### src/rtl/mlsc_pkg.sv
// Shared constants and types for the multi-lane serial configuration output stage
package mlsc_pkg;

  // ----------------------------------------------------------------
  // Lane geometry and modes
  // ----------------------------------------------------------------
  localparam int        LANE_COUNT   = 8;
  localparam int        WORD_WIDTH   = 8;
  localparam int        FIFO_DEPTH   = 16;
  localparam logic [3:0] MODE_ONE    = 4'h1;
  localparam logic [3:0] MODE_TWO    = 4'h2;
  localparam logic [3:0] MODE_FOUR   = 4'h4;
  localparam logic [3:0] MODE_EIGHT  = 4'h8;
  localparam logic [3:0] BITS_PER_WORD = 4'h8;

  // ----------------------------------------------------------------
  // Clock source and timing
  // ----------------------------------------------------------------
  localparam logic      CLK_SRC_INTERNAL  = 1'b0;
  localparam logic      CLK_SRC_EXTERNAL  = 1'b1;
  localparam int        CORE_PERIOD_NS    = 10;
  localparam int        OSC_HALF_PERIOD_NS = 50;
  localparam int        OSC_HALF_CYCLES_INT =
    (OSC_HALF_PERIOD_NS / CORE_PERIOD_NS) < 1 ? 1 : (OSC_HALF_PERIOD_NS / CORE_PERIOD_NS);
  localparam logic [7:0] OSC_HALF_CYCLES  = 8'(OSC_HALF_CYCLES_INT);

  // ----------------------------------------------------------------
  // Reset values
  // ----------------------------------------------------------------
  localparam logic [7:0] LANES_RESET      = 8'h00;
  localparam logic [3:0] MODE_RESET       = 4'h1;
  localparam logic [3:0] COUNT_RESET      = 4'h0;

  // ----------------------------------------------------------------
  // Shared flash port
  // ----------------------------------------------------------------
  typedef struct packed {
    logic [20:0] addr;
    logic [15:0] dq;
    logic        ce_n;
    logic        oe_n;
    logic        we_n;
  } mlsc_flash_port_t;

  localparam mlsc_flash_port_t FLASH_IDLE = '{addr: 21'h00000, dq: 16'h0000,
                                              ce_n: 1'b1, oe_n: 1'b1, we_n: 1'b1};

  typedef enum logic [1:0] {
    MLSC_IDLE,
    MLSC_RUN,
    MLSC_DONE
  } mlsc_state_t;

endpackage

### src/rtl/mlsc_top.sv
// Multi-lane serial configuration output stage with its staging FIFO

// ------------------------------------------------------------------
// Staging FIFO
// ------------------------------------------------------------------
module mlsc_fifo #(
  parameter int WIDTH = 8,
  parameter int DEPTH = 16
) (
  input  wire logic             core_clk_in,
  input  wire logic             reset_n_in,
  input  wire logic             wr_valid_in,
  input  wire logic [WIDTH-1:0] wr_data_in,
  output logic                  wr_ready_out,
  output logic                  rd_valid_out,
  output logic      [WIDTH-1:0] rd_data_out,
  input  wire logic             rd_ready_in
);
  localparam int AW = $clog2(DEPTH);

  logic [WIDTH-1:0] mem [DEPTH];
  logic [AW:0]      wr_ptr;
  logic [AW:0]      rd_ptr;
  wire              empty = (wr_ptr == rd_ptr);
  wire              full  = (wr_ptr[AW-1:0] == rd_ptr[AW-1:0]) && (wr_ptr[AW] != rd_ptr[AW]);
  wire              do_wr = wr_valid_in && !full;
  wire              do_rd = rd_ready_in && !empty;

  assign wr_ready_out = !full;
  assign rd_valid_out = !empty;
  assign rd_data_out  = mem[rd_ptr[AW-1:0]];

  always_ff @(posedge core_clk_in) begin
    if (do_wr) begin
      mem[wr_ptr[AW-1:0]] <= wr_data_in;
    end
  end

  always_ff @(posedge core_clk_in or negedge reset_n_in) begin
    if (!reset_n_in) begin
      wr_ptr <= '0;
      rd_ptr <= '0;
    end else begin
      if (do_wr) begin
        wr_ptr <= wr_ptr + 1'b1;
      end
      if (do_rd) begin
        rd_ptr <= rd_ptr + 1'b1;
      end
    end
  end
endmodule

module mlsc_top
  import mlsc_pkg::*;
(
  input  wire logic                  core_clk_in,
  input  wire logic                  reset_n_in,
  input  wire logic                  run_start_in,
  input  wire logic [3:0]            lane_mode_setting_in,
  input  wire logic                  clock_source_setting_in,
  input  wire logic                  external_clock_input_in,
  input  wire logic                  fill_valid_in,
  input  wire logic [WORD_WIDTH-1:0] fill_data_in,
  output logic                       fill_ready_out,
  input  wire logic                  fill_last_in,
  input  wire mlsc_flash_port_t      ctrl_flash_in,
  output mlsc_flash_port_t           flash_pins_out,
  output logic                       flash_pins_oe_out,
  output logic                       config_clock_out,
  output logic [LANE_COUNT-1:0]      config_lanes_out,
  output logic                       config_lanes_oe_out,
  output logic                       config_done_out,
  output logic                       run_busy_out
);

  // ----------------------------------------------------------------
  // Run control
  // ----------------------------------------------------------------
  mlsc_state_t      state;
  logic [3:0]       run_mode;
  logic             run_clk_src;
  logic             last_seen;
  logic [WORD_WIDTH-1:0] shreg;
  logic [3:0]       sh_count;
  logic             lane_valid;
  wire              running = (state == MLSC_RUN);

  // Undefined codes fall back to one lane rather than stalling the run
  wire              mode_ok = (lane_mode_setting_in == MODE_ONE) ||
                              (lane_mode_setting_in == MODE_TWO) ||
                              (lane_mode_setting_in == MODE_FOUR) ||
                              (lane_mode_setting_in == MODE_EIGHT);
  wire [3:0]        start_mode = mode_ok ? lane_mode_setting_in : MODE_ONE;

  // ----------------------------------------------------------------
  // Clock source: divider or synchronised external input
  // ----------------------------------------------------------------
  logic [7:0]       osc_count;
  logic             osc_phase;
  logic             ext_meta;
  logic             ext_sync;
  logic             ext_prev;
  wire              osc_wrap  = (osc_count == OSC_HALF_CYCLES - 8'h01);
  wire              osc_rise  = osc_wrap && !osc_phase;
  wire              osc_fall  = osc_wrap && osc_phase;
  wire              ext_rise  = ext_sync && !ext_prev;
  wire              ext_fall  = !ext_sync && ext_prev;
  wire              use_ext   = (run_clk_src == CLK_SRC_EXTERNAL);
  wire              tick_rise = use_ext ? ext_rise : osc_rise;
  wire              tick_fall = use_ext ? ext_fall : osc_fall;

  always_ff @(posedge core_clk_in or negedge reset_n_in) begin
    if (!reset_n_in) begin
      osc_count <= 8'h00;
      osc_phase <= 1'b0;
    end else begin
      osc_count <= osc_wrap ? 8'h00 : osc_count + 8'h01;
      if (osc_wrap) begin
        osc_phase <= !osc_phase;
      end
    end
  end

  // External clock is input only; two flops before any edge logic
  always_ff @(posedge core_clk_in or negedge reset_n_in) begin
    if (!reset_n_in) begin
      ext_meta <= 1'b0;
      ext_sync <= 1'b0;
      ext_prev <= 1'b0;
    end else begin
      ext_meta <= external_clock_input_in;
      ext_sync <= ext_meta;
      ext_prev <= ext_sync;
    end
  end

  // ----------------------------------------------------------------
  // Staging FIFO
  // ----------------------------------------------------------------
  wire                  fifo_valid;
  wire [WORD_WIDTH-1:0] fifo_data;
  wire                  fifo_take = running && (sh_count == COUNT_RESET) && fifo_valid;

  mlsc_fifo #(
    .WIDTH (WORD_WIDTH),
    .DEPTH (FIFO_DEPTH)
  ) u_fifo (
    .core_clk_in  (core_clk_in),
    .reset_n_in   (reset_n_in),
    .wr_valid_in  (fill_valid_in && running),
    .wr_data_in   (fill_data_in),
    .wr_ready_out (fill_ready_out),
    .rd_valid_out (fifo_valid),
    .rd_data_out  (fifo_data),
    .rd_ready_in  (fifo_take)
  );

  // ----------------------------------------------------------------
  // Lane serializer
  // ----------------------------------------------------------------
  // Data changes only while the clock is low so targets see stable bits
  wire              present  = running && !config_clock_out && !lane_valid &&
                               (sh_count != COUNT_RESET);
  wire [7:0]        lane_mask = 8'((9'h001 << run_mode) - 9'h001);
  wire [7:0]        next_lanes = shreg & lane_mask;
  wire [7:0]        next_shreg = 8'(shreg >> run_mode);
  wire              drained  = last_seen && !fifo_valid && (sh_count == COUNT_RESET) &&
                               !lane_valid && !config_clock_out;

  always_ff @(posedge core_clk_in or negedge reset_n_in) begin
    if (!reset_n_in) begin
      shreg            <= LANES_RESET;
      sh_count         <= COUNT_RESET;
      lane_valid       <= 1'b0;
      config_lanes_out <= LANES_RESET;
      config_clock_out <= 1'b0;
    end else if (!running) begin
      // Park lanes low so a narrower next run shows no stale upper bits
      config_lanes_out <= LANES_RESET;
      sh_count         <= COUNT_RESET;
      lane_valid       <= 1'b0;
      config_clock_out <= 1'b0;
    end else begin
      if (fifo_take) begin
        shreg    <= fifo_data;
        sh_count <= BITS_PER_WORD;
      end else if (present) begin
        config_lanes_out <= next_lanes;
        shreg            <= next_shreg;
        sh_count         <= sh_count - run_mode;
        lane_valid       <= 1'b1;
      end
      if (tick_rise && lane_valid && !config_clock_out) begin
        config_clock_out <= 1'b1;
      end else if (tick_fall && config_clock_out) begin
        config_clock_out <= 1'b0;
        lane_valid       <= 1'b0;
      end
    end
  end

  // ----------------------------------------------------------------
  // Run state, settings capture and flash ownership
  // ----------------------------------------------------------------
  always_ff @(posedge core_clk_in or negedge reset_n_in) begin
    if (!reset_n_in) begin
      state       <= MLSC_IDLE;
      run_mode    <= MODE_RESET;
      run_clk_src <= CLK_SRC_INTERNAL;
      last_seen   <= 1'b0;
    end else begin
      case (state)
        MLSC_IDLE, MLSC_DONE: begin
          if (run_start_in) begin
            state       <= MLSC_RUN;
            run_mode    <= start_mode;
            run_clk_src <= clock_source_setting_in;
            last_seen   <= 1'b0;
          end
        end
        MLSC_RUN: begin
          if (fill_valid_in && fill_ready_out && fill_last_in) begin
            last_seen <= 1'b1;
          end
          if (drained) begin
            state <= MLSC_DONE;
          end
        end
        default: begin
          state <= MLSC_IDLE;
        end
      endcase
    end
  end

  // Registered pins; released the cycle after the run leaves RUN
  always_ff @(posedge core_clk_in or negedge reset_n_in) begin
    if (!reset_n_in) begin
      flash_pins_out    <= FLASH_IDLE;
      flash_pins_oe_out <= 1'b0;
    end else begin
      flash_pins_out    <= running ? ctrl_flash_in : FLASH_IDLE;
      flash_pins_oe_out <= running;
    end
  end

  // All eight lanes are driven in every mode, unused ones held low
  assign config_lanes_oe_out = 1'b1;
  assign config_done_out     = (state == MLSC_DONE);
  assign run_busy_out        = running;

endmodule

### config.mk
export PLATFORM = sky130hd
export DESIGN_NAME = mlsc_top
export DESIGN_NICKNAME = d
export VERILOG_FILES = /design/src/rtl/mlsc_pkg.sv /design/src/rtl/mlsc_top.sv
export SDC_FILE = /design/constraint.sdc
export NUM_CORES = 1
export LEC_CHECK = 0
export CAP_MARGIN = 20
export CORE_UTILIZATION = 40
export DETAILED_ROUTE_END_ITERATION = 6
export DONT_BUFFER_PORTS = 1
export SETUP_SLACK_MARGIN = 0.02
export SYNTH_ARGS = -nofsm -noshare
export SYNTH_HDL_FRONTEND = slang
export SYNTH_SLANG_ARGS = --single-unit
### constraint.sdc
create_clock -name core_clk_in -period 3.5 [get_ports core_clk_in]
set_input_delay 0.525 -clock core_clk_in [delete_from_list [all_inputs] [get_ports core_clk_in]]
set_output_delay 0.525 -clock core_clk_in [all_outputs]
set_load 0.02 [all_outputs]
==> results.cfg, run 1 <==
[power_and_ir_drop]
power.switching_fraction_pct = 31.1
seqPwrFrac_pct = 43.8
netSwitchingPower_uw = 2570
internal_power_uw = 5690
finalPower_uw = 8260
worst_ir_drop_vdd_uv = 480
p_leak_uw = 0.00373
p_comb_share_pct = 25.8
power_per_cell_area_nw_per_um2 = 806
clock_power_share_pct = 30.4

[finish]
diodes = 0
multi_input_area_um2 = 2690
drive_above_1_share_pct = 18.2
num-fill-cells = 1893
layout.area.seq_um2 = 6180
layout-area-overhead-vs-synth_pct = 12.6
layout.nets = 673
final_core_utilization_pct = 46.4

[floorplanning]
start_util_pct = 41.2
core_um2 = 22100
io-pin-count = 113
std_cell_rows = 54
dieArea_um2 = 23300
dieHeight_um = 153
die_w_um = 153

[grt]
grt_pass1_vias = 4988
grt_util_all_layers_pct = 15.1
overall_overflow_remaining_after_global_route = 0
grt_max_degree = 94
antenna_found_initial = 0
global_route_wire_length_before_repair_um = 27700

[clocking]
clock_tree.buffer_depth = 3
htree_num_levels = 1
clk-insertion-delay-late_ns = 0.51
number_of_cts_inserted_buffers = 24
cts-root-buf = sky130_fd_sc_hd__clkbuf_16
clock-sinks = 221
path_clk_slew_ns = 0.06
cts_tree = done
post_cts_resize_count = 0

[sta]
finalSetupViolCount = 0
fmax_mhz = 374
hold_viol_final = 0
maxSlewViolCount = 0
fin_setup_tns_ns = 0
slew-limit-headroom_pct = 50.9
period_minus_slack_ns = 2.68
worstMarginPinSlew_ns = 0.734
min_period_over_period_pct = 76.5
clock-skew-final_ns = 0.0153
rsz0062_at_grt = no

[setup_path]
timing.rr.end = sh_count[3]
cp-end-kind = register
critical_path_class = register to register
worstRegToRegCells = 7
critical_path.reg2reg.startpoint = run_mode[1]
reg2reg_slack_ns = 0.82
cp_max_fo = 18
timing.critical_path.from_type = register
required_time_reported_for_the_critical_path_endpoint_ns = 3.89
worstPathArrival_ns = 3.07

[synth]
syn-mean-instance-area_um2 = 15.4
postSynthRegisterBits = 221
dominantRegCellSynth = sky130_fd_sc_hd__edfxtp_1
synth_largest_area_cell = sky130_fd_sc_hd__edfxtp_1
post_synth_num_cell_types = 59
synthesis.nets = 661
synth-async-reset-ratio_pct = 42.1
syn_inst_count = 590
yosys_warnings = 0
synth.area.top_cells = sky130_fd_sc_hd__edfxtp_1 (42%), sky130_fd_sc_hd__dfrtp_1 (24%), sky130_fd_sc_hd__mux4_2 (8.2%)
synth.yosys.seq_area_share_pct = 67.9
yosysTopAreaCellShare_pct = 42.3
synth_enable_flop_cells = 128
syn-cell-area_um2 = 9100

[drt]
total_via_count_in_the_routed_design = 4825
detail-route-antenna-nets = 0
remaining_drc_errors = 14
violation_count_after_the_first_detailed_route_iteration = 315
routed_wire_length_per_instance_um = 19.4
drt-total-wl_um = 17500
drt_first_pass_iters = 7
vias_per_cell = 5.36

[placement]
finalWeightedCongestion = 0.807
port_buffer_count = 0
dp_hpwl_um = 11600

[worst_hold_path]
worst_hold_path.endpoint = ext_meta
hp-start = external_clock_input_in
worstHoldPathType = input pin to register
worstHoldPathCells = 0

[job]
drv_cap = 0

[run_status]
outcome = finished, violations left
failing_checks = design-rule violations
[per-stage QoR]
| stage | cells | instance area [um2] | worst slack [ns] | hold WS, ns |
|---|---|---|---|---|
| detailed placement | 854 | 9400 | 0.864 | 0.232 |
| finish | 900 | 10200 | 0.823 | 0.0408 |
| floorplan | 590 | 9100 | 0.974 | 0.229 |
| global route | 900 | 10200 | 0.745 | 0.0128 |
| CTS | 900 | 10200 | 0.847 | 0.0163 |
| global placement | 854 | 9400 | 0.951 | 0.232 |
[registers in the layout, indices dropped and copies added, names as in the netlist]
register           cells
u_fifo.mem           128
flash_pins_out        40
config_lanes_out       8
osc_count              8
shreg                  8
u_fifo.rd_ptr          5
u_fifo.wr_ptr          5
run_mode               4
sh_count               4
state                  2
config_clock_out       1
ext_meta               1
ext_prev               1
ext_sync               1
flash_pins_oe_out      1
lane_valid             1
last_seen              1
osc_phase              1
run_clk_src            1
[logic make-up after synthesis]
group	after synthesis	share of synthesized area, %
XOR/XNOR	24	2.31
multiplexers	47	9.78
AO/OA/AOI/OAI	77	5.56
flip-flops	221	67.9
other	1	0.0412
buffers and inverters	47	2.57
adder cells (fa/ha/maj)	12	1.73
AND/OR/NAND/NOR	161	10.1
[Yosys cell counts, drive strengths merged, types with 7 or more instances]
cell / instances
edfxtp: 128
dfrtp: 89
and2: 38
nand2: 35
mux4: 33
nor2: 27
o21ai: 21
a21oi: 18
buf: 17
clkbuf: 16
xnor2: 15
inv: 13
ha: 11
nand3: 11
nor3: 10
a211oi: 9
mux2i: 9
xor2: 9
nand2b: 8
a221oi: 7
a22o: 7
[timing repair]
action                                 4_1_cts  5_1_grt
endpoints found under the hold margin       93        0
buffers inserted                             0        0
setup endpoints to repair                    0        0
hold buffers                                 2        0
[power by group through the flow]
| stage | clock, uW | combinational (uW) | sequential (uW) |
|---|---|---|---|
| 2_1_floorplan | 0 | 1830 | 3450 |
| 3_3_place_gp | 0 | 2100 | 3630 |
| 3_5_place_dp | 0 | 2140 | 3660 |
| 4_1_cts | 2580 | 2180 | 3610 |
| 5_1_grt | 2670 | 2380 | 3660 |
| 6_report | 2510 | 2130 | 3610 |
[cell usage in the layout (no fill, tap or decap), drive strengths merged, types with 3 or more instances in the layout]
master / instances
edfxtp: 128
nand2b: 8
dfrtp: 89
mux2i: 9
o211ai: 3
nand2: 35
and2: 38
inv: 13
a221oi: 7
or4: 3
ha: 11
a21oi: 18
nor2: 27
nor2b: 6
mux4: 33
clkinv: 7
o21ai: 21
xnor2: 15
a22oi: 6
nand3: 11
nand4: 3
nand3b: 3
buf: 19
dfstp: 4
xor2: 9
mux2: 5
a211oi: 9
nor3: 10
clkbuf: 34
or4b: 4
a22o: 7
[worst max-delay path, cell delays in order (launching register included)]
cell and delay [ns]:
sky130_fd_sc_hd__dfrtp_1 0.71, sky130_fd_sc_hd__inv_1 0.20, sky130_fd_sc_hd__ha_1 0.33, sky130_fd_sc_hd__nor2b_1 0.13
sky130_fd_sc_hd__o21a_1 0.18, sky130_fd_sc_hd__or4_1 0.44, sky130_fd_sc_hd__and4_1 0.23, sky130_fd_sc_hd__or3_1 0.35
[per-layer routing]
| layer | part of all wire, % | wire length (um) | vias up | global-route usage [%] |
|---|---|---|---|---|
| li1 | - | - | 2213 | - |
| met2 | 49 | 8490 | 147 | 24.8 |
| met1 | 44 | 7630 | 2437 | 20.2 |
| met4 | 2.2 | 378 | 0 | 4.18 |
| met5 | 0 | 0 | - | 0 |
| met3 | 5.5 | 968 | 28 | 3.44 |
[how the worst max path moves through the flow]
| stage | from | end | slack (ns) | cells past startpoint |
|---|---|---|---|---|
| final | run_mode[1] | sh_count[3] | 0.82 | 7 |
| after global routing | run_mode[1] | sh_count[3] | 0.74 | 7 |
| after CTS | run_mode[1] | sh_count[3] | 0.85 | 7 |
| after detailed placement | run_mode[1] | sh_count[3] | 0.86 | 7 |
| after global placement | run_mode[1] | sh_count[3] | 0.95 | 7 |
| after floorplan | run_mode[1] | sh_count[3] | 0.97 | 9 |
[cell type report]
cell class,count,share of cell area (%)
sequential,221,60.3
multi-input combinational,322,26.2
clock buffer,34,6.84
tap,280,3.42
timing repair buffer,20,1.69
clock inverter,10,1.05
inverter,13,0.476
Note: power is estimated with default switching activity, not from simulation.
==> run 2: changes to the inputs <==
clock period = 2.4 ns   (was 3.5 ns; I/O delays follow)
==> results.cfg, run 2 (synthesis gave the netlist of run 1 again) <==
[run_status]
outcome = finished, violations left
failing_checks = design-rule violations

[drt]
violation_count_after_the_first_detailed_route_iteration = 351
total_via_count_in_the_routed_design = 5183
routed_wire_length_per_instance_um = 20.3
drt_first_pass_iters = 7
vias_per_cell = 5.33
detail-route-antenna-nets = 0
drt-total-wl_um = 19800
remaining_drc_errors = 13

[setup_path]
critical_path_class = register to primary output
required_time_reported_for_the_critical_path_endpoint_ns = 2.04
timing.critical_path.from_type = register
cp-end-kind = primary output
cp_max_fo = 5
worstPathArrival_ns = 1.90

[placement]
finalWeightedCongestion = 0.835
dp_hpwl_um = 12500
port_buffer_count = 0
dpl-instance-area_um2 = 9550

[power_and_ir_drop]
worst_ir_drop_vdd_uv = 691
finalPower_uw = 12300
p_leak_uw = 0.00403
internal_power_uw = 8290
clock_power_share_pct = 28.1
power_per_cell_area_nw_per_um2 = 1130
netSwitchingPower_uw = 3970
seqPwrFrac_pct = 41.7
power.switching_fraction_pct = 32.4
p_comb_share_pct = 30.2

[finish]
layout.cells.most_common_list = sky130_fd_sc_hd__edfxtp_1 (128), sky130_fd_sc_hd__dfrtp_1 (87), sky130_fd_sc_hd__dlygate4sd3_1 (53)
design_area_um2 = 10900
number_of_flip_flops_under_the_largest_register_name = 128
multi_input_area_um2 = 2690
diodes = 0
most_common_cell_after_layout_fill_and_taps_aside = sky130_fd_sc_hd__edfxtp_1
drive_above_1_share_pct = 19.9
layout.nets = 745
num-fill-cells = 1869
layout-area-overhead-vs-synth_pct = 19.6
layout.area.seq_um2 = 6180

[job]
drv_cap = 0

[grt]
overall_overflow_remaining_after_global_route = 0
antenna_found_initial = 0
global_route_wire_length_before_repair_um = 31100
grt_util_all_layers_pct = 17.2
grt_pass1_vias = 5441
grt_max_degree = 94

[floorplanning]
start_util_pct = 41.2
die_w_um = 153
core_um2 = 22100
std_cell_rows = 54
io-pin-count = 113
dieHeight_um = 153
dieArea_um2 = 23300

[sta]
clock-skew-final_ns = 0.00982
rsz0062_at_grt = no
worstMarginPinSlew_ns = 0.760
fin_setup_tns_ns = 0
hold_viol_final = 0
min_period_over_period_pct = 94.3
fmax_mhz = 442
maxSlewViolCount = 0
period_minus_slack_ns = 2.26
slew-limit-headroom_pct = 49.2
finalSetupViolCount = 0

[clocking]
cts-root-buf = sky130_fd_sc_hd__clkbuf_16
path_clk_slew_ns = 0.06
cts_tree = done
htree_num_levels = 1
clock-sinks = 221
clock_tree.buffer_depth = 3
clk-insertion-delay-late_ns = 0.52
number_of_cts_inserted_buffers = 24

[worst_hold_path]
worstHoldPathType = input pin to register
-- run 2: cell types whose count changed in the layout (fill, tap and decap cells not counted), moves of 2 or more --
| cell | previous run | this run |
|---|---|---|
| sky130_fd_sc_hd__buf_4 | 18 | 37 |
| sky130_fd_sc_hd__bufinv_16 | 2 | 0 |
| sky130_fd_sc_hd__clkbuf_16 | 26 | 24 |
| sky130_fd_sc_hd__clkbuf_8 | 2 | 5 |
| sky130_fd_sc_hd__clkinv_1 | 2 | 0 |
| sky130_fd_sc_hd__clkinv_2 | 3 | 8 |
| sky130_fd_sc_hd__clkinv_4 | 2 | 0 |
| sky130_fd_sc_hd__dlygate4sd3_1 | 1 | 53 |
-- run 2: timing repair --
item,4_1_cts,5_1_grt
buffers inserted,0,1
resized for setup,0,2
hold buffers,54,0
endpoints found under the hold margin,265,0
endpoints found under the setup margin,0,3
-- run 2: power by group through the flow --
stage,Sequential [uW],Combinational (uW),Clock (uW)
6_report,5110,3700,3440
2_1_floorplan,5020,2680,0
3_3_place_gp,5150,3480,0
3_5_place_dp,5170,3560,0
5_1_grt,5170,4050,3670
4_1_cts,5100,3710,3530
-- run 2: layer usage --
metal	routed length, um	share of wire (%)	up-vias	global-route usage [%]
met5	0	0	-	0
met4	391	2.0	0	3.90
met3	1070	5.4	31	2.96
met2	9880	50	166	29.7
met1	8410	43	2631	22.7
li1	-	-	2355	-
-- run 2: final timing paths --
path	startpoint	to	slack, ns	cells after the start
max	u_fifo.rd_ptr[0]	fill_ready_out	0.14	5
min	lane_mode_setting_in[2]	run_mode[3]	0.04	2
max reg2reg	run_mode[1]	sh_count[3]	0.23	7
min reg2reg	ext_meta	ext_sync	0.35	0
max in group asynchronous	reset_n_in	flash_pins_out[1]	1.56	2
min in group asynchronous	reset_n_in	ext_sync	0.43	2
-- run 2: final cells by class --
class,count,share of cell area [%]
Tap cell,280,3.22
Clock buffer,34,6.33
Multi-Input combinational cell,322,24.7
Sequential cell,221,56.8
Clock inverter,10,0.587
Timing Repair Buffer,92,7.87
Inverter,13,0.449
-- run 2: metrics by stage --
step           hold WS (ns)  worst slack (ns)  utilization [%]  std cells
2_1_floorplan        0.0644            0.0219                -        590
3_3_place_gp         0.0668             0.230             43.2        873
3_5_place_dp         0.0675             0.182             43.2        873
4_1_cts              0.0259            0.0575             49.2        971
5_1_grt              0.0304            0.0264             49.2        972
6_report             0.0376             0.137             49.2        972
-- run 2: worst max-delay path: stages, from the launching register on --
cell and delay (ns):
sky130_fd_sc_hd__dfrtp_2 0.46, sky130_fd_sc_hd__xor2_1 0.18, sky130_fd_sc_hd__nor4_4 0.30, sky130_fd_sc_hd__buf_4 0.18, sky130_fd_sc_hd__nand2_1 0.08, sky130_fd_sc_hd__buf_4 0.18
